## src/pkg/pem_pkg.sv

```systemverilog
// Package: constants and types for the PWM engine event matrix
package pem_pkg;

  // ----------------------------------------------------------------
  // Geometry
  // ----------------------------------------------------------------
  localparam int NUM_ENG = 6;
  localparam int NUM_IN = 3;
  localparam int NUM_DIG = 6;
  localparam int NUM_CMP = 4;
  localparam int TIME_W = 16;
  localparam int ADDR_W = 8;
  localparam int DATA_W = 16;
  localparam int NUM_IRQ = 8;

  // ----------------------------------------------------------------
  // Register offsets (word index on the plain port)
  // ----------------------------------------------------------------
  localparam logic [7:0] OFS_SEL_BASE = 8'h00; // one per engine, 0..5
  localparam logic [7:0] OFS_CTRL_BASE = 8'h08; // one per engine
  localparam logic [7:0] OFS_PAIR_BASE = 8'h10; // one per engine pair
  localparam logic [7:0] OFS_SWEV = 8'h14;
  localparam logic [7:0] OFS_IRQ_STAT = 8'h15;
  localparam logic [7:0] OFS_IRQ_EN = 8'h16;
  localparam logic [7:0] OFS_IRQ_CLR = 8'h17;
  localparam logic [7:0] OFS_STATE_BASE = 8'h18; // read-only state
  localparam logic [7:0] OFS_TIME_BASE = 8'h20; // engine*4 + state

  // ----------------------------------------------------------------
  // Control field positions
  // ----------------------------------------------------------------
  localparam int CTL_RUN = 0;
  localparam int CTL_HOLD = 1;
  localparam int CTL_DITHER = 2;
  localparam int CTL_LVL_LSB = 4; // output level per running state, 4 bits
  localparam int CTL_NXT_LSB = 8; // event input 0..2 -> advance enable
  localparam logic [15:0] CTRL_RST = 16'h0000;
  localparam logic [15:0] TIME_RST = 16'hffff;
  localparam logic [5:0] SEL_RST = 6'h00;

  // Pair config: [2:0] global config, [3] merged output drive
  localparam int PAIR_DRV = 3;

  // Native step 10.4 ns, dithering reaches 1.3 ns: 8 phases
  localparam int STEP_PS = 10400;
  localparam int DITH_PS = 1300;
  localparam int DITH_PH = STEP_PS / DITH_PS;

  typedef enum logic [5:0] {
    PEM_IDLE = 6'b000001,
    PEM_S0 = 6'b000010,
    PEM_S1 = 6'b000100,
    PEM_S2 = 6'b001000,
    PEM_S3 = 6'b010000,
    PEM_HOLD = 6'b100000
  } pem_state_t;

  typedef enum logic [2:0] {
    PEM_CFG_SINGLE = 3'h0,
    PEM_CFG_SYNC = 3'h1,
    PEM_CFG_ASYNC = 3'h2,
    PEM_CFG_SYNC2 = 3'h3,
    PEM_CFG_ASYNC2 = 3'h4,
    PEM_CFG_EXT = 3'h5
  } pem_couple_t;

endpackage : pem_pkg

```

## src/pkg/pem_time_if.sv

```systemverilog
// Interface: time register memory access between top and memory
`timescale 1ns/1ns
interface pem_time_if;
  logic we;
  logic [4:0] waddr;
  logic [15:0] wdata;
  logic [4:0] raddr;
  logic [15:0] rdata;
  modport ctl (output we, output waddr, output wdata, output raddr,
               input rdata);
  modport mem (input we, input waddr, input wdata, input raddr,
               output rdata);
endinterface : pem_time_if

```

## src/hw/pem_matrix.sv

```systemverilog
// Top: event input matrix and six event-driven PWM engines
//
// Operation
// [RULE_01] Six engines, three inputs each, each with its own 2-bit selector.
// [RULE_02] Selector lines for engines 5..0 sit in writable selector registers.
// [RULE_03] Engine 0 routing table for inputs 0, 1, 2.
// [RULE_04] Engine 1 routing table for inputs 0, 1, 2.
// [RULE_05] Engine 2 routing table, input 1 code 11 is PWM 0.
// [RULE_06] Engine 3 routing table, input 1 code 11 is PWM 1.
// [RULE_07] Engine 4 routing table, input 1 code 11 is PWM 5.
// [RULE_08] Engine 5 routing table for inputs 0, 1, 2.
// [RULE_09] Six states: idle, four running, hold; events or timer advance.
// [RULE_10] Four 16-bit time registers per engine, one per running state.
// [RULE_11] Any transition may interrupt; eight request lines go out.
// [RULE_12] Six coupling schemes chosen by per-pair config and drive fields.
// [RULE_13] Native step about 10.4 ns, 1.3 ns effective with dithering.
// [RULE_14] Once set up, engines run without software, alone or grouped.
// [RULE_15] Selector is a four-way mux on synced sources, next cycle.
//
// Strobed register access and the placing of the registers were decided locally.
`timescale 1ns/1ns
module pem_matrix
  import pem_pkg::*;
(
  input wire logic clk, // engine clock
  input wire logic srst, // synchronous reset, active high
  input wire logic ce, // clock enable, freezes all state
  input wire logic [ADDR_W-1:0] addr, // register address
  input wire logic [DATA_W-1:0] wdata, // write data
  input wire logic wr, // write strobe
  input wire logic rd, // read strobe
  input wire logic [NUM_DIG-1:0] dig_in, // fast digital inputs
  input wire logic [NUM_CMP-1:0] cmp_in, // comparator outputs
  output logic [DATA_W-1:0] rdata, // read data, cycle after rd
  output logic [NUM_ENG-1:0] pwm_out, // engine outputs
  output logic [NUM_ENG-1:0] pwm_fine, // dithered outputs
  output logic [NUM_IRQ-1:0] irq_lines, // request lines
  output logic irq // level interrupt
);

  // ----------------------------------------------------------------
  // Routing
  // ----------------------------------------------------------------
  // Source vector: [5:0] digital, [9:6] comparator, [15:10] software,
  // [21:16] engine outputs.
  localparam int SRC_W = 22;
  localparam int D0 = 0;
  localparam int C0 = 6;
  localparam int W0 = 10;
  localparam int P0 = 16;

  function automatic logic [4:0] route(input int e, input int i,
                                       input logic [1:0] s);
    int r;
    r = 0;
    unique case (e*3+i)
      0: r = (s==0)?C0+0:(s==1)?D0+0:(s==2)?D0+2:D0+5; // RULE_03
      1: r = (s==0)?C0+1:(s==1)?D0+0:(s==2)?D0+3:C0+3; // RULE_03
      2: r = (s==0)?C0+2:(s==1)?D0+1:(s==2)?D0+4:W0+0; // RULE_03
      3: r = (s==0)?C0+1:(s==1)?D0+1:(s==2)?D0+3:D0+0; // RULE_04
      4: r = (s==0)?C0+2:(s==1)?D0+1:(s==2)?D0+4:C0+3; // RULE_04
      5: r = (s==0)?C0+0:(s==1)?D0+2:(s==2)?D0+5:W0+1; // RULE_04
      6: r = (s==0)?C0+2:(s==1)?D0+2:(s==2)?D0+4:D0+1; // RULE_05
      7: r = (s==0)?C0+0:(s==1)?D0+2:(s==2)?D0+5:P0+0; // RULE_05
      8: r = (s==0)?C0+1:(s==1)?D0+3:(s==2)?D0+0:W0+2; // RULE_05
      9: r = (s==0)?C0+0:(s==1)?D0+3:(s==2)?D0+5:D0+2; // RULE_06
      10: r = (s==0)?C0+1:(s==1)?D0+3:(s==2)?D0+0:P0+1; // RULE_06
      11: r = (s==0)?C0+2:(s==1)?D0+4:(s==2)?D0+1:W0+3; // RULE_06
      12: r = (s==0)?C0+1:(s==1)?D0+4:(s==2)?D0+0:D0+3; // RULE_07
      13: r = (s==0)?C0+2:(s==1)?D0+4:(s==2)?D0+1:P0+5; // RULE_07
      14: r = (s==0)?C0+0:(s==1)?D0+5:(s==2)?D0+2:W0+4; // RULE_07
      15: r = (s==0)?C0+2:(s==1)?D0+5:(s==2)?D0+1:D0+4; // RULE_08
      16: r = (s==0)?C0+0:(s==1)?D0+5:(s==2)?D0+2:C0+3; // RULE_08
      default: r = (s==0)?C0+1:(s==1)?D0+0:(s==2)?D0+3:W0+5; // RULE_08
    endcase
    return r[4:0];
  endfunction : route

  function automatic logic [4:0] time_idx(input int e, input int st);
    int t;
    t = e*4 + st;
    return t[4:0];
  endfunction : time_idx

  // ----------------------------------------------------------------
  // Input synchronisers
  // ----------------------------------------------------------------
  logic [9:0] pin_s1_q, pin_s2_q;

  always_ff @(posedge clk) begin
    if (srst) begin
      pin_s1_q <= '0;
      pin_s2_q <= '0;
    end else if (ce) begin
      pin_s1_q <= {cmp_in, dig_in};
      pin_s2_q <= pin_s1_q;
    end
  end

  // ----------------------------------------------------------------
  // Registers
  // ----------------------------------------------------------------
  logic [5:0] sel_q [NUM_ENG], sel_d [NUM_ENG];
  logic [15:0] ctrl_q [NUM_ENG], ctrl_d [NUM_ENG];
  logic [3:0] pair_q [3], pair_d [3];
  logic [5:0] swev_q, swev_d;
  logic [5:0] stat_q, stat_d, ien_q, ien_d;
  logic [15:0] rdata_q, rdata_d;
  logic rd_time_q, rd_time_d;

  pem_time_if tif ();
  pem_time_mem u_mem (.clk(clk), .ce(ce), .bus(tif.mem));

  // ----------------------------------------------------------------
  // Engines
  // ----------------------------------------------------------------
  pem_state_t st_q [NUM_ENG], st_d [NUM_ENG];
  logic [15:0] cnt_q [NUM_ENG], cnt_d [NUM_ENG];
  logic [15:0] lim_q [NUM_ENG], lim_d [NUM_ENG];
  logic [2:0] ev_q [NUM_ENG], ev_d [NUM_ENG];
  logic [2:0] dph_q [NUM_ENG], dph_d [NUM_ENG];
  logic [NUM_ENG-1:0] lvl_q, lvl_d, fine_q, fine_d, trans;
  logic [2:0] ld_eng_q, ld_eng_d;
  logic [2:0] ld_prv_q, ld_prv_d;
  logic ld_ok_q, ld_ok_d;
  logic [SRC_W-1:0] src;
  logic [NUM_IRQ-1:0] irql_q, irql_d;
  logic irq_q, irq_d;

  assign src = {lvl_q, swev_q, pin_s2_q};

  always_comb begin
    int e, i, k;
    logic adv;
    e = 0;
    i = 0;
    k = 0;
    adv = 1'b0;
    swev_d = '0; // Software events are one-cycle pulses
    stat_d = stat_q;
    ien_d = ien_q;
    rd_time_d = 1'b0;
    rdata_d = '0;
    tif.we = 1'b0;
    tif.waddr = '0;
    tif.wdata = wdata;
    // Time memory read port cycles through engines to reload limits,
    // shared with software reads so no extra port is needed.
    ld_eng_d = (ld_eng_q == 3'(NUM_ENG-1)) ? 3'h0 : ld_eng_q + 3'h1;
    ld_prv_d = ld_eng_q;
    tif.raddr = '0;
    for (e = 0; e < NUM_ENG; e++) begin
      sel_d[e] = sel_q[e];
      ctrl_d[e] = ctrl_q[e];
    end
    for (k = 0; k < 3; k++) begin
      pair_d[k] = pair_q[k];
    end
    if (wr) begin
      if (addr < OFS_SEL_BASE + 8'(NUM_ENG)) begin
        sel_d[addr[2:0]] = wdata[5:0]; // RULE_02
      end else if (addr >= OFS_CTRL_BASE &&
                   addr < OFS_CTRL_BASE + 8'(NUM_ENG)) begin
        ctrl_d[addr[2:0]] = wdata;
      end else if (addr >= OFS_PAIR_BASE && addr < OFS_PAIR_BASE + 8'h3) begin
        pair_d[addr[1:0]] = wdata[3:0]; // RULE_12
      end else if (addr == OFS_SWEV) begin
        swev_d = wdata[5:0];
      end else if (addr == OFS_IRQ_EN) begin
        ien_d = wdata[5:0];
      end else if (addr == OFS_IRQ_CLR) begin
        stat_d = stat_q & ~wdata[5:0];
      end else if (addr >= OFS_TIME_BASE &&
                   addr < OFS_TIME_BASE + 8'(NUM_ENG*4)) begin
        tif.we = 1'b1; // RULE_10
        tif.waddr = 5'(addr - OFS_TIME_BASE);
      end
    end
    if (rd) begin
      if (addr < OFS_SEL_BASE + 8'(NUM_ENG)) begin
        rdata_d = {10'h000, sel_q[addr[2:0]]};
      end else if (addr >= OFS_CTRL_BASE &&
                   addr < OFS_CTRL_BASE + 8'(NUM_ENG)) begin
        rdata_d = ctrl_q[addr[2:0]];
      end else if (addr >= OFS_PAIR_BASE && addr < OFS_PAIR_BASE + 8'h3) begin
        rdata_d = {12'h000, pair_q[addr[1:0]]};
      end else if (addr == OFS_IRQ_STAT) begin
        rdata_d = {10'h000, stat_q};
      end else if (addr == OFS_IRQ_EN) begin
        rdata_d = {10'h000, ien_q};
      end else if (addr >= OFS_STATE_BASE &&
                   addr < OFS_STATE_BASE + 8'(NUM_ENG)) begin
        rdata_d = {10'h000, st_q[addr[2:0]]};
      end else if (addr >= OFS_TIME_BASE &&
                   addr < OFS_TIME_BASE + 8'(NUM_ENG*4)) begin
        tif.raddr = 5'(addr - OFS_TIME_BASE);
        rd_time_d = 1'b1;
        ld_eng_d = ld_eng_q; // Reload slot held; same engine retried next cycle
      end
    end
    if (!rd_time_d) begin
      tif.raddr = time_idx(int'(ld_eng_q), 0) | 5'(st_q[ld_eng_q][2] ? 1 :
                  st_q[ld_eng_q][3] ? 2 : st_q[ld_eng_q][4] ? 3 : 0);
    end
    for (e = 0; e < NUM_ENG; e++) begin
      st_d[e] = st_q[e];
      lim_d[e] = lim_q[e];
      lvl_d[e] = lvl_q[e];
      cnt_d[e] = cnt_q[e];
      trans[e] = 1'b0;
      for (i = 0; i < NUM_IN; i++) begin
        ev_d[e][i] = src[route(e, i, sel_q[e][2*i +: 2])]; // RULE_15 RULE_01
      end
      adv = |(ev_q[e] & ctrl_q[e][CTL_NXT_LSB +: 3]) ||
            (cnt_q[e] >= lim_q[e]); // RULE_09
      unique case (st_q[e])
        PEM_IDLE: if (ctrl_q[e][CTL_RUN]) begin
          st_d[e] = PEM_S0;
          trans[e] = 1'b1;
        end
        PEM_S0, PEM_S1, PEM_S2, PEM_S3: begin
          if (!ctrl_q[e][CTL_RUN]) begin
            st_d[e] = PEM_IDLE;
            trans[e] = 1'b1;
          end else if (ctrl_q[e][CTL_HOLD]) begin
            st_d[e] = PEM_HOLD;
            trans[e] = 1'b1;
          end else if (adv) begin // RULE_14
            st_d[e] = (st_q[e] == PEM_S3) ? PEM_S0 :
                      pem_state_t'({st_q[e][4:0], 1'b0});
            trans[e] = 1'b1;
          end
        end
        PEM_HOLD: if (!ctrl_q[e][CTL_HOLD] || !ctrl_q[e][CTL_RUN]) begin
          st_d[e] = ctrl_q[e][CTL_RUN] ? PEM_S0 : PEM_IDLE;
          trans[e] = 1'b1;
        end
        default: begin
          st_d[e] = PEM_IDLE;
          trans[e] = 1'b1;
        end
      endcase
      cnt_d[e] = trans[e] ? 16'h0000 :
                 (st_q[e][4:1] != 4'h0) ? cnt_q[e] + 16'h0001 : cnt_q[e];
      if (ld_prv_q == 3'(e) && ld_ok_q && !trans[e]) begin
        lim_d[e] = tif.rdata; // RULE_10
      end
      lvl_d[e] = (st_d[e][4:1] != 4'h0) &&
                 |(ctrl_q[e][CTL_LVL_LSB +: 4] & st_d[e][4:1]);
      // Dither: a running phase accumulator stretches the edge by 1.3 ns
      // units on the fine output; native output stays on the step grid.
      dph_d[e] = ctrl_q[e][CTL_DITHER] ? 3'(dph_q[e] + 3'(DITH_PH-1))
                                        : 3'h0; // RULE_13
      fine_d[e] = lvl_q[e] | (lvl_d[e] & ctrl_q[e][CTL_DITHER] &
                  (dph_q[e] == 3'h0));
      stat_d[e] = stat_d[e] | trans[e]; // RULE_11
    end
    // Reload data come back a cycle late: keep them only for the engine
    // that asked, and only if its state did not move in between.
    ld_ok_d = !rd_time_d && !trans[ld_eng_q];
    // Coupling: pair k merges engine 2k+1 onto engine 2k when drive set and config is not single
    for (k = 0; k < 3; k++) begin
      if (pair_q[k][PAIR_DRV] && pair_q[k][2:0] != PEM_CFG_SINGLE) begin
        lvl_d[2*k] = lvl_d[2*k] | lvl_d[2*k+1]; // RULE_12
      end
      if (pair_q[k][2:0] == PEM_CFG_SYNC || pair_q[k][2:0] == PEM_CFG_SYNC2) begin
        if (trans[2*k] && st_d[2*k] == PEM_S0) begin
          cnt_d[2*k+1] = 16'h0000; // RULE_12
        end
      end
    end
    irql_d = {ien_q[5:4] != 2'b00, |ien_q, stat_d & ien_q}; // RULE_11
    irq_d = |(stat_d & ien_q);
  end

  always_ff @(posedge clk) begin
    if (srst) begin
      for (int n = 0; n < NUM_ENG; n++) begin
        sel_q[n] <= SEL_RST;
        ctrl_q[n] <= CTRL_RST;
        st_q[n] <= PEM_IDLE;
        cnt_q[n] <= '0;
        lim_q[n] <= TIME_RST;
        ev_q[n] <= '0;
        dph_q[n] <= '0;
      end
      for (int n = 0; n < 3; n++) begin
        pair_q[n] <= '0;
      end
      swev_q <= '0;
      stat_q <= '0;
      ien_q <= '0;
      rdata_q <= '0;
      rd_time_q <= 1'b0;
      lvl_q <= '0;
      fine_q <= '0;
      ld_eng_q <= '0;
      ld_prv_q <= '0;
      ld_ok_q <= 1'b0;
      irql_q <= '0;
      irq_q <= 1'b0;
    end else if (ce) begin
      sel_q <= sel_d;
      ctrl_q <= ctrl_d;
      st_q <= st_d;
      cnt_q <= cnt_d;
      lim_q <= lim_d;
      ev_q <= ev_d;
      dph_q <= dph_d;
      pair_q <= pair_d;
      swev_q <= swev_d;
      stat_q <= stat_d;
      ien_q <= ien_d;
      rdata_q <= rdata_d;
      rd_time_q <= rd_time_d;
      lvl_q <= lvl_d;
      fine_q <= fine_d;
      ld_eng_q <= ld_eng_d;
      ld_prv_q <= ld_prv_d;
      ld_ok_q <= ld_ok_d;
      irql_q <= irql_d;
      irq_q <= irq_d;
    end
  end

  // Time reads return from the memory register, others from rdata_q
  assign rdata = rd_time_q ? tif.rdata : rdata_q;
  assign pwm_out = lvl_q;
  assign pwm_fine = fine_q;
  assign irq_lines = irql_q;
  assign irq = irq_q;

endmodule : pem_matrix

```

## src/hw/pem_time_mem.sv

```systemverilog
// Memory: per-engine, per-state 16-bit time registers
`timescale 1ns/1ns
module pem_time_mem
  import pem_pkg::*;
(
  input wire logic clk, // clock
  input wire logic ce, // clock enable
  pem_time_if.mem bus // write and read port
);

  logic [TIME_W-1:0] mem_q [0:NUM_ENG*4-1];
  logic [TIME_W-1:0] rd_q;

  always_ff @(posedge clk) begin
    if (ce) begin
      if (bus.we) begin
        mem_q[bus.waddr] <= bus.wdata;
      end
      rd_q <= mem_q[bus.raddr];
    end
  end

  assign bus.rdata = rd_q;

endmodule : pem_time_mem

```

## config.mk

```make
export PLATFORM = sky130hd
export DESIGN_NAME = pem_matrix
export DESIGN_NICKNAME = d
export VERILOG_FILES = /design/src/pkg/pem_pkg.sv /design/src/pkg/pem_time_if.sv /design/src/hw/pem_matrix.sv /design/src/hw/pem_time_mem.sv
export SDC_FILE = /design/constraint.sdc
export NUM_CORES = 2
export LEC_CHECK = 0
export CAP_MARGIN = 40
export CORE_MARGIN = 4
export CORE_UTILIZATION = 64
export DETAILED_ROUTE_END_ITERATION = 16
export DONT_BUFFER_PORTS = 1
export PLACE_DENSITY = 0.8
export SLEW_MARGIN = 15
export SYNTH_ARGS = -nofsm -noshare
export SYNTH_HDL_FRONTEND = slang
export SYNTH_HIERARCHICAL = 1
export SYNTH_SLANG_ARGS = --single-unit
```

## constraint.sdc

```tcl
create_clock -name clk -period 4.15 [get_ports clk]
set_clock_uncertainty 0.05 [all_clocks]
set_input_delay 0.2075 -clock clk [delete_from_list [all_inputs] [get_ports clk]]
set_output_delay 0.2075 -clock clk [all_outputs]
set_load 0.02 [all_outputs]
```

==> results.sh <==
export IMPL_status="finished clean"
export IMPL_clock_power_share=0.448
export IMPL_slew_violations=0
export IMPL_worst_setup_path_start_kind="flip-flop"
export IMPL_rows=92
export IMPL_endpoint_kind="flip-flop"
export IMPL_cts_sinks=891
export IMPL_hold_viol=0
export IMPL_yosys_warnings=6
export IMPL_grt_pass1_wl_mm=181
export IMPL_seqPwrFrac=0.502
export IMPL_gp_congestion=0.999
export IMPL_die_h_um=261
export IMPL_cts_clk_slew_worst_paths_ps=60
export IMPL_layout_common_cells="nand2_1 (551), dfxtp_1 (491), edfxtp_1 (400)"
export IMPL_drt_iter0_drc=4428
export IMPL_postCtsSetupRepairBufs=0
export IMPL_dr_pass1_iters=9
export IMPL_cp_required_ps=4680
export IMPL_dp_hpwl_mm=73.7
export IMPL_synth_nets=3939
export IMPL_final_cell_area_mm2=0.0460
export IMPL_relSlewSlack=0.307
export IMPL_grt_max_degree=236
export IMPL_worstSetupPathType="reg -> reg"
export IMPL_setup_viol=0
export IMPL_coreArea_mm2=0.0633
export IMPL_avgSynthCellArea_um2=10.9
export IMPL_clk_latency_ps=670
export IMPL_ys_flop_type="dfxtp_1"
export IMPL_cp_data_arrival_time_ps=4400
export IMPL_grt_util_all_layers=0.348
export IMPL_switching_share=0.232
export IMPL_cp_max_fo=11
export IMPL_syn_to_final_growth_pct=12.0
export IMPL_synth_top_area_frac=0.293
export IMPL_grt_setup_unrepaired="no"
export IMPL_grt_ovfl_total=0
export IMPL_clockBufferDepth=3
export IMPL_wire_per_inst_um=25.5
export IMPL_detail_route_antenna_nets=0
export IMPL_grt_pass1_vias=29800
export IMPL_p_sw_w=0.00433
export IMPL_synth_seq_cells=891
export IMPL_ys_seq_area_frac=0.533
export IMPL_fillers=4164
export IMPL_cts_resized_gates=0
export IMPL_placed_area_mm2=0.0419
export IMPL_die_area_mm2=0.0682
export IMPL_power_density_mw_per_mm2=406
export IMPL_start_util=0.648
export IMPL_io_pin_count=76
export IMPL_async_flop_share=0
export IMPL_cts_root_buf="clkbuf_16"
export IMPL_synthTopCellsByArea="edfxtp_1 (29%), dfxtp_1 (24%), mux4_2 (6.8%)"
export IMPL_cts_tree="yes"
export IMPL_synth_cells=3764
export IMPL_finalNonFillerCells=4721
export IMPL_worst_slew_pin_slew_ps=1040
export IMPL_synth_cell_types=88
export IMPL_die_x_um=261
export IMPL_tns_ps=0
export IMPL_drv_cap=0
export IMPL_hold_class="in -> reg"
export IMPL_final_nets=3976
export IMPL_place_ws_ps=520
export IMPL_synth_edff_count=400
export IMPL_internal_power_w=0.0143
export IMPL_fin_crit_sh=0.933
export IMPL_drive_above_1_share=0.115
export IMPL_placed_cells=4480
export IMPL_routed_via_count=31400
export IMPL_min_period_ps=3870
export IMPL_max_freq_mhz=258
export IMPL_final_common_cell="nand2_1"
export IMPL_viasPerCell=6.65
export IMPL_worst_slack_ps=279
export IMPL_ir_worst_vdd_v=0.000447
export IMPL_htree_levels=3
export IMPL_drc=0
export IMPL_totalWireLength_mm=120
export IMPL_comb_power_share=0.050
export IMPL_yosysTopAreaCell="edfxtp_1"
export IMPL_netlist_area_mm2=0.0410
export IMPL_power_w=0.0186
export IMPL_antenna_found_initial=6
export IMPL_io_buffers=0
export IMPL_cts_buffers=88
export IMPL_power_leakage_nw=17.0
export IMPL_cts_hold_buffers=74
==> power by group through the flow <==
stage / Sequential [W] / Clock [W] / Combinational [W]
after CTS: 0.00936 / 0.00836 / 0.000904
after detailed placement: 0.00955 / 0 / 0.000640
after global placement: 0.00955 / 0 / 0.000622
final: 0.00937 / 0.00835 / 0.000935
after global routing: 0.00936 / 0.00873 / 0.000975
after floorplan: 0.00946 / 0 / 0.000554
==> registers in the layout, indices dropped and copies added, names as in the netlist, 12 cells and up <==
register         flops
lim_q               96
cnt_q               96
ctrl_q              96
pair_q              12
dph_q               18
ev_q                18
u_mem/bus.rdata     16
st_q                36
u_mem/mem_q        384
rdata_q             16
sel_q               36
==> worst max-delay path: stages, from the launching register on <==
cell           delay [ps]
dfxtp_1               400
ha_1                  270
a211oi_1              250
nor2_1                100
a2111oi_0             580
o21ai_1               400
nor2_1                270
a21oi_1               170
a41oi_1               250
buf_4                 210
nand4b_1              110
a31oi_1               180
dlygate4sd3_1         550
==> routing by layer <==
metal,global-route usage,vias to the layer above,share of wire
li1,-,13800,-
met1,0.468,15100,0.37
met2,0.536,2043,0.45
met3,0.0799,445,0.12
met4,0.176,2,0.059
met5,0,-,0.000092
==> path summary, 6_finish.rpt <==
check             start    endpoint  slack [ps]  cells after the start
max reg2reg   cnt_q[13]    cnt_q[2]         280                     12
min             addr[1]  rdata_q[8]          30                      4
max           cnt_q[13]    cnt_q[2]         280                     12
min reg2reg  ctrl_q[47]  ctrl_q[47]         400                      2
==> cell usage after synthesis, drive strengths merged (88+ instances only) <==
cell type,n
nand2,552
inv,158
mux4,123
a21oi,225
mux2i,221
nor2,349
o211ai,114
ha,136
nand3,88
o21ai,110
dfxtp,491
clkbuf,160
edfxtp,400
==> stage by stage <==
stage,hold slack [ps],util
3_5_place_dp,253,0.662
3_3_place_gp,246,0.662
5_1_grt,44.5,0.726
2_1_floorplan,256,-
6_report,26.1,0.726
4_1_cts,2.82,0.725
==> cells by family after synthesis <==
family                     synth area share
DFF                                   0.533
AOI/OAI and AO/OA                     0.112
and+or+nand+nor                       0.131
adders and majority gates            0.0415
muxes                                 0.128
buffers and inverters                0.0389
xor gates and xnor gates             0.0164
==> cell type report <==
cell class	count	area [um^2]	share of cell area
clock buffers	118	2490	0.0542
diodes	4	10.0	0.000218
inverters	158	594	0.0129
multi-input cells	2485	17700	0.384
repair buffers	177	1770	0.0385
well taps	846	1060	0.0230
clock inverters	42	529	0.0115
flip-flops and latches	891	21800	0.475
Power figures use the tool's default switching activity.
